--- config.mk ---
export PLATFORM = sky130hd
export DESIGN_NAME = wwdt_top
export DESIGN_NICKNAME = d
export VERILOG_FILES = /design/src/verilog/wwdt_pkg.sv /design/src/verilog/wwdt_tick_div.sv /design/src/verilog/wwdt_top.sv
export SDC_FILE = /design/constraint.sdc
export NUM_CORES = 1
export LEC_CHECK = 0
export BUFFER_PORTS_ARGS = -buffer_cell sky130_fd_sc_hd__buf_2
export CORE_ASPECT_RATIO = 0.5
export CORE_MARGIN = 4
export CORE_UTILIZATION = 65
export CTS_CLUSTER_SIZE = 8
export DETAILED_ROUTE_END_ITERATION = 8
export PLACE_DENSITY = 0.86
export SYNTH_ARGS = -nofsm -noshare
export SYNTH_HDL_FRONTEND = slang
export SYNTH_SLANG_ARGS = --single-unit
--- constraint.sdc ---
create_clock -name mclk -period 14.3 [get_ports mclk]
set_input_delay 2.145 -clock mclk [delete_from_list [all_inputs] [get_ports mclk]]
set_output_delay 2.145 -clock mclk [all_outputs]
set_load 0.02 [all_outputs]
--- src/verilog/wwdt_pkg.sv ---
// Purpose: shared constants and types for the windowed watchdog
// Assumes: mclk at 200 MHz, watchdog base clock nominally 32 kHz
// Notes:   register indices are word offsets on the plain register port
package wwdt_pkg;
	localparam int unsigned MCLK_HZ      = 200_000_000;
	localparam int unsigned RC_OSC_HZ    = 32_000;
	localparam int unsigned RC_OSC_DIV   = MCLK_HZ / RC_OSC_HZ;
	localparam int unsigned BASE_MS_PRE0 = 1;
	localparam int unsigned BASE_MS_PRE1 = 4;
	localparam int unsigned PRE_LO       = RC_OSC_HZ * BASE_MS_PRE0 / 1000;
	localparam int unsigned PRE_HI       = RC_OSC_HZ * BASE_MS_PRE1 / 1000;

	localparam int AW = 4;
	localparam int DW = 16;
	localparam int CW = 23;

	localparam logic [AW-1:0] ADDR_RST_CTRL = 4'h0;
	localparam logic [AW-1:0] ADDR_CFG  = 4'h1;
	localparam logic [AW-1:0] ADDR_STS  = 4'h2;
	localparam logic [AW-1:0] ADDR_MSK  = 4'h3;
	localparam logic [AW-1:0] ADDR_CNT  = 4'h4;

	localparam int RC_SWEN = 5;
	localparam int RC_TMO  = 4;
	localparam int RC_SLP  = 3;
	localparam int RC_IDL  = 2;

	localparam int CF_FEN  = 7;
	localparam int CF_WOFF = 6;
	localparam int CF_UNIM = 5;
	localparam int CF_PRE  = 4;
	localparam int CF_POST = 0;

	localparam logic [7:0] CFG_ERASED = 8'hdf;
	localparam logic [7:0] CFG_IMPL   = 8'hdf;

	localparam int ST_TMO = 0;
	localparam int ST_WIN = 1;

	typedef enum logic [1:0] {
		pm_run,
		pm_sleep,
		pm_idle
	} wwdt_pm_e;
endpackage : wwdt_pkg

--- src/verilog/wwdt_tick_div.sv ---
// Purpose: divides mclk down to the watchdog base tick
// Assumes: clr and en come from mclk logic
// Notes:   tick is a one-cycle registered pulse every DIV cycles while en
`timescale 1ns/1ps
module wwdt_tick_div
	import wwdt_pkg::*;
#(
	parameter int unsigned DIV = RC_OSC_DIV
) (
	input  wire logic mclk, // system clock
	input  wire logic rst,  // synchronous reset
	input  wire logic en,   // oscillator running
	input  wire logic clr,  // restart the phase
	output logic      tick  // one base-clock period elapsed
);
	localparam int W = $clog2(DIV);

	typedef struct packed {
		logic [W-1:0] cnt;
		logic         tick;
	} wwdt_div_s;

	wwdt_div_s st_reg;
	wwdt_div_s st_next;

	initial
	begin
		if (DIV < 2)
			$error("wwdt_tick_div: DIV must be at least 2");
	end

	always_comb
	begin
		st_next      = st_reg;
		st_next.tick = 1'b0;
		if (clr || !en)
			st_next.cnt = '0;
		else if (st_reg.cnt == W'(DIV - 1))
		begin
			st_next.cnt  = '0;
			st_next.tick = 1'b1;
		end
		else
			st_next.cnt = st_reg.cnt + W'(1);
	end

	always_ff @(posedge mclk)
	begin
		if (rst)
			st_reg <= '0;
		else
			st_reg <= st_next;
	end

	assign tick = st_reg.tick;
endmodule : wwdt_tick_div

--- src/verilog/wwdt_top.sv ---
// Purpose: windowed watchdog with prescaler, postscaler and sleep wake-up
// Assumes: cpu strobes are one-cycle pulses on mclk; por implies rst
// Notes:   config word is write-once per bit until por
//
// Design decisions made here: the register addresses and the plain strobed port.
`timescale 1ns/1ps
module wwdt_top
	import wwdt_pkg::*;
#(
	parameter int unsigned TICK_DIV = RC_OSC_DIV
) (
	input  wire logic          mclk,         // 200 mhz clock
	input  wire logic          rst,          // any device reset
	input  wire logic          por,          // power-on reset
	input  wire logic [AW-1:0] addr,         // register index
	input  wire logic [DW-1:0] wdata,        // write data
	input  wire logic          wr,           // write strobe
	input  wire logic          rd,           // read strobe
	output logic      [DW-1:0] rdata,        // read data, cycle after rd
	input  wire logic          clear_watchdog_instr, // clear instruction executed
	input  wire logic          power_save_instr,     // power-save instruction executed
	input  wire logic          power_save_idle,      // with power-save: 1 idle, 0 sleep
	input  wire logic          clk_sw_done,  // clock switch completed
	input  wire logic          wake_other,   // wake from another source
	output logic               rc_osc_en,    // low_power_rc_osc enable
	output logic               wdt_rst_req,  // device reset request pulse
	output logic               wake,         // wake-up pulse
	output logic               irq           // level interrupt
);
	typedef struct packed {
		logic [7:0]    cfg;
		logic [7:0]    lock;
		logic          swen;
		logic          tmo_flag;
		logic          slp;
		logic          idl;
		wwdt_pm_e      pm;
		logic [CW-1:0] cnt;
		logic [1:0]    sts;
		logic [1:0]    msk;
		logic [DW-1:0] rdata;
		logic          rst_req;
		logic          wake;
		logic          osc_en;
		logic          irq;
	} wwdt_state_s;

	wwdt_state_s st_reg;
	wwdt_state_s st_next;

	logic          tick;
	logic          wdt_en;
	logic          asleep;
	logic          cnt_clr;
	logic          win_open;
	logic          early_clr;
	logic          tmo;
	logic [CW-1:0] period;
	logic [CW-1:0] win_start;
	logic [DW-1:0] rd_mux;
	logic          wr_ctrl;
	logic          wr_cfg;

	initial
	begin
		if (TICK_DIV < 2)
			$error("wwdt_top: TICK_DIV must be at least 2");
		if (PRE_LO != 32 || PRE_HI != 128)
			$error("wwdt_top: base periods do not match the prescaler");
	end

	wwdt_tick_div #(
		.DIV  (TICK_DIV)
	) u_div (
		.mclk (mclk),
		.rst  (rst),
		.en   (st_reg.osc_en),
		.clr  (cnt_clr),
		.tick (tick)
	);

	assign asleep = (st_reg.pm != pm_run);
	// forced enable overrides the software bit
	assign wdt_en = st_reg.cfg[CF_FEN] | st_reg.swen;

	// period in base ticks: prescale times postscale
	always_comb
	begin
		period = st_reg.cfg[CF_PRE] ? CW'(PRE_HI) : CW'(PRE_LO);
		period = period << st_reg.cfg[CF_POST +: 4];
		win_start = period - (period >> 2);
	end

	assign win_open  = (st_reg.cnt >= win_start);
	// the window check applies only while awake and in window mode
	assign early_clr = clear_watchdog_instr && !asleep && wdt_en
		&& !st_reg.cfg[CF_WOFF] && !win_open;
	assign tmo = wdt_en && tick && !cnt_clr
		&& (st_reg.cnt == period - CW'(1));
	assign cnt_clr = (clear_watchdog_instr && !asleep) || power_save_instr || clk_sw_done
		|| (asleep && (wake_other || st_reg.wake));

	assign wr_ctrl = wr && (addr == ADDR_RST_CTRL);
	assign wr_cfg  = wr && (addr == ADDR_CFG);

	always_comb
	begin
		rd_mux = '0;
		unique case (addr)
			ADDR_RST_CTRL:
			begin
				rd_mux[RC_SWEN] = st_reg.swen;
				rd_mux[RC_TMO]  = st_reg.tmo_flag;
				rd_mux[RC_SLP]  = st_reg.slp;
				rd_mux[RC_IDL]  = st_reg.idl;
			end
			ADDR_CFG:
				rd_mux[7:0] = st_reg.cfg & CFG_IMPL;
			ADDR_STS:
				rd_mux[1:0] = st_reg.sts;
			ADDR_MSK:
				rd_mux[1:0] = st_reg.msk;
			ADDR_CNT:
				rd_mux = st_reg.cnt[CW-1 -: DW];
			default:
				rd_mux = '0;
		endcase
	end

	always_comb
	begin
		st_next         = st_reg;
		st_next.rst_req = 1'b0;
		st_next.wake    = 1'b0;
		st_next.rdata   = rd ? rd_mux : '0;

		// oscillator follows the enable; counts only on its ticks
		st_next.osc_en = wdt_en;

		if (cnt_clr)
			st_next.cnt = '0;
		else if (tmo)
			st_next.cnt = '0;
		else if (wdt_en && tick)
			st_next.cnt = st_reg.cnt + CW'(1);

		if (st_reg.pm != pm_run && (wake_other || st_reg.wake))
			st_next.pm = pm_run;
		else if (power_save_instr)
			st_next.pm = power_save_idle ? pm_idle : pm_sleep;

		// software may only clear the status flags; hardware set wins
		if (wr_ctrl)
		begin
			st_next.swen     = wdata[RC_SWEN];
			st_next.tmo_flag = st_reg.tmo_flag & wdata[RC_TMO];
			st_next.slp      = st_reg.slp & wdata[RC_SLP];
			st_next.idl      = st_reg.idl & wdata[RC_IDL];
		end
		if (power_save_instr)
		begin
			if (power_save_idle)
				st_next.idl = 1'b1;
			else
				st_next.slp = 1'b1;
		end

		if (tmo && asleep)
		begin
			st_next.wake     = 1'b1;
			st_next.tmo_flag = 1'b1;
		end
		else if (tmo || early_clr)
		begin
			st_next.rst_req  = 1'b1;
			st_next.tmo_flag = 1'b1;
		end

		if (wr_cfg)
		begin
			for (int i = 0; i < 8; i++)
			begin
				if (!st_reg.lock[i] && CFG_IMPL[i])
				begin
					st_next.cfg[i]  = wdata[i];
					st_next.lock[i] = 1'b1;
				end
			end
		end

		if (wr && addr == ADDR_STS)
			st_next.sts = st_reg.sts & ~wdata[1:0];
		if (wr && addr == ADDR_MSK)
			st_next.msk = wdata[1:0];
		if (tmo)
			st_next.sts[ST_TMO] = 1'b1;
		if (early_clr)
			st_next.sts[ST_WIN] = 1'b1;
		st_next.irq = |(st_next.sts & st_next.msk);
	end

	// config, locks and reset flags survive device resets, not power-on
	always_ff @(posedge mclk)
	begin
		if (por)
		begin
			st_reg     <= '0;
			st_reg.cfg <= CFG_ERASED;
			st_reg.pm  <= pm_run;
		end
		else if (rst)
		begin
			st_reg.cfg   <= st_reg.cfg;
			st_reg.lock  <= st_reg.lock;
			st_reg.tmo_flag <= st_reg.tmo_flag;
			st_reg.slp   <= st_reg.slp;
			st_reg.idl   <= st_reg.idl;
			st_reg.sts   <= st_reg.sts;
			st_reg.msk   <= st_reg.msk;
			st_reg.irq   <= st_reg.irq;
			st_reg.swen  <= 1'b0;
			st_reg.pm    <= pm_run;
			st_reg.cnt   <= '0;
			st_reg.rdata <= '0;
			st_reg.rst_req <= 1'b0;
			st_reg.wake  <= 1'b0;
			st_reg.osc_en <= st_reg.cfg[CF_FEN];
		end
		else
			st_reg <= st_next;
	end

	assign rdata       = st_reg.rdata;
	assign rc_osc_en   = st_reg.osc_en;
	assign wdt_rst_req = st_reg.rst_req;
	assign wake        = st_reg.wake;
	assign irq         = st_reg.irq;
endmodule : wwdt_top

==> flow_summary.toml <==
[outcome]
outcome = "finished with violations"
violations = "design-rule violations"

[final_layout]
area_growth_syn_to_layout_pct = 6.86
largest_reg_flops = 41
final_area_um2 = 5900
post_route_cells_drive_above_1_share = 0.109
antennaDiodeCount = 0
fin_nets = 783

[floorplan]
fp-row-count = 23
die_y_um = 73.2
fp.dieArea_um2 = 10100
pin_count = 50
die_w_um = 138
start_util = 0.678
fp.coreArea_um2 = 8140

[synth]
synthMuxAreaShare = 0.0134
synth_flop_cell = "dfxtp_1"
synth_top_family_by_area = "simple AND/OR/NAND/NOR gates"
ys_ff_latch = 75
synthXorXnorAreaFrac = 0.0928
postSynth.asyncResetShare = 0
synth_compound_area_frac = 0.187
synth-simple-area-share = 0.269
syn_inst = 704
avgSynthCellArea_um2 = 7.85
synth_edf_count = 0
ys.warnings.count = 0
seq_area_frac_synth = 0.272
syn-cell-area_um2 = 5530
synth-adder-area-share = 0.0947
synth.distinct_cells = 75
syn_nets = 775

[route]
drcViolationCount = 11
ant_nets = 0
dr_wl_met3_mm = 1.73
firstDrtPassIters = 9
wl_per_cell_um = 17.7
highest_layer = "met4"
vias_per_cell = 6.50
drtIter0Drc = 786
dr_total_vias = 5380
routed_wl_mm = 14.7
wl_met2_mm = 6.23
met1_length_mm = 6.23

[clock_tree]
cts_buffers = 9
cts_tree = "yes"
clk_path_buf_depth = 2
cts_sinks = 75
clkLatencyLatePin_ns = 0.34
postCtsHoldBufs = 0
cts_root_buf = "clkbuf_16"
post_cts_buffers = 0
clkTransAtPathRegs_ns = 0.06
cts_resized = 0
htree_levels = 3

[critical_path]
worst_path_max_delay_cell = "dfxtp_1"
start_kind = "flip-flop"
reg2reg_depth = 18
crit_start = "st_reg[65]"
crit_top_cell = "nor3_1"
cp_num_buf_inv = 0
crit_type = "flip-flop to flip-flop"
cp_num_cells = 18
end_kind = "flip-flop"
cp.required_ns = 14.53
r2r_end = "st_reg[51]"
rr_startpoint = "st_reg[65]"
crit_chain = "nor3_1 -> a32oi_1 -> nor2b_1 -> ha_1 -> and3_1 -> nand3_1 -> a211oi_1 -> nor3_1 -> nor3_1 -> mux2_1 -> ha_1 -> a2bb2oi_1 -> nand3_1 -> a2111oi_0 -> nand4_1 -> nand2_1 -> a31oi_1 -> a2111oi_2"
critPathArrivalTime_ns = 6.01
max_stage_delay_ns = 0.88
path_delay_family = "compound AO/OA/AOI/OAI gates"
r2r_slack_ns = 8.53
path_max_fanout = 23

[placed_design]
numPortBuffers = 41
dp_hpwl_mm = 10.4
gp_congestion = 0.975
dpl-instance-area_um2 = 5640
dp_worst_setup_slack_ns = 8.88

[grt]
grt_pass1_vias = 5049
grt_max_degree = 33
grt_usage = 0.296
grt_antenna_before_repair = 0
grt-ovfl-total = 0
grt_pass1_wl_mm = 24.3

[pwr]
p_per_area_nw_per_um2 = 76.4
power.leakage_uw = 0.00242
peakVddDrop_v = 0.0000592

[timing]
fmax_mhz = 173
tns_ns = 0
rsz0062_at_grt = "false"
final.period_utilization = 0.404
finalSetupViolations = 0
final_hold_viol_count = 0
tightestPinTransition_ns = 1.11
fin_skew_ns = 0.00835
min_period_ns = 5.77
finalWorstSetupSlack_ns = 8.53
relSlewSlack = 0.254
slew_viol_final = 0

[min_path]
hold_path.class = "flip-flop to flip-flop"
min_to = "st_reg[23]"
hold_depth = 2
min_from = "st_reg[23]"

[job]
max-cap-violations = 0
## tightest hold or removal path, cell delays in order (launching register included)
cell,delay (ns)
dfxtp_1,0.31
nand2_1,0.05
nand2_1,0.04
## layout make-up
class	instances	area [µm²]
Sequential cell	75	1500
Tap cell	112	140
Inverter	34	128
Multi-Input combinational cell	547	3630
Timing Repair Buffer	45	235
Clock buffer	10	229
Fill cell	614	2240
Clock inverter	5	38.8
## routing by layer
layer	global-route usage	vias up
li1	-	2534
met1	0.396	2440
met2	0.451	332
met3	0.0903	74
met4	0.118	0
met5	0	-
## cell usage after synthesis (all sizes together), types with 3 or more instances
library cell,number,share of area
mux2,3,0.0061
o311a,3,0.0054
a222oi,6,0.011
mux2i,4,0.0072
nand4,13,0.015
nand2b,10,0.011
a31oi,8,0.0091
o21ai,22,0.020
and4,4,0.0063
nor3,38,0.034
a22oi,5,0.0068
nor2,72,0.049
inv,34,0.023
and3,7,0.0079
and2,12,0.014
a2111oi,4,0.011
nor2b,10,0.011
dfxtp,75,0.27
or2,8,0.0091
nand3,32,0.029
o211ai,5,0.0068
nand4b,4,0.0063
o31ai,5,0.0068
xnor2,28,0.044
a211oi,5,0.0068
o22ai,5,0.0057
a21boi,3,0.0041
a21oi,36,0.033
a21o,12,0.016
clkbuf,20,0.014
nand2,58,0.039
nor4,6,0.0079
buf,28,0.034
ha,41,0.093
or3,7,0.0088
o21a,3,0.0041
xor2,28,0.044
a211o,7,0.011
## placed cells by master (no fill, tap or decap), types with 6 or more instances in the layout
| master | synthesis | layout |
|---|---|---|
| a211o_1 | 7 | 7 |
| a21o_1 | 12 | 12 |
| a21oi_1 | 36 | 36 |
| a222oi_1 | 6 | 6 |
| a31oi_1 | 8 | 8 |
| and2_1 | 12 | 12 |
| and3_1 | 7 | 7 |
| buf_2 | 7 | 41 |
| clkbuf_16 | 0 | 9 |
| dfxtp_1 | 75 | 75 |
| ha_1 | 41 | 41 |
| inv_1 | 30 | 30 |
| nand2_1 | 58 | 58 |
| nand2b_1 | 10 | 10 |
| nand3_1 | 32 | 32 |
| nand4_1 | 13 | 13 |
| nor2_1 | 72 | 72 |
| nor2b_1 | 10 | 10 |
| nor3_1 | 38 | 38 |
| o21ai_0 | 20 | 20 |
| or2_2 | 7 | 7 |
| or3_1 | 6 | 6 |
| xnor2_1 | 28 | 28 |
| xor2_1 | 28 | 28 |
## report_power, final
part           total (µW)  internal [µW]  switching (µW)
Clock                 208            117            91.0
Combinational        30.8           11.5            19.3
Sequential            212            210            1.50
Total                 451            339             112
## cells by family (layout without fill, tap and decap cells)
family          Yosys count  count (layout)
simple gates            294             294
compound gates          147             147
buf+inv                  82              94
flops                    75              75
xor+xnor                 57              57
fa+ha+maj                42              42
mux                       7               7
## how the worst max path moves through the flow
stage | endpoint | slack (ns)
4_1_cts | st_reg[51] | 8.82
5_1_grt | st_reg[51] | 8.32
3_3_place_gp | st_reg[51] | 8.89
6_report | st_reg[51] | 8.53
3_5_place_dp | st_reg[51] | 8.88
2_1_floorplan | st_reg[51] | 9.81
## through the flow
step | instances | utilization | hold WS (ns) | power, µW
3_3_place_gp | 813 | 0.692 | 0.437 | 245
6_report | 828 | 0.725 | 0.449 | 451
4_1_cts | 828 | 0.725 | 0.454 | 451
2_1_floorplan | 704 | - | 0.425 | 235
3_5_place_dp | 813 | 0.692 | 0.446 | 246
5_1_grt | 828 | 0.725 | 0.501 | 465
Note: power is estimated with default switching activity, not from simulation.
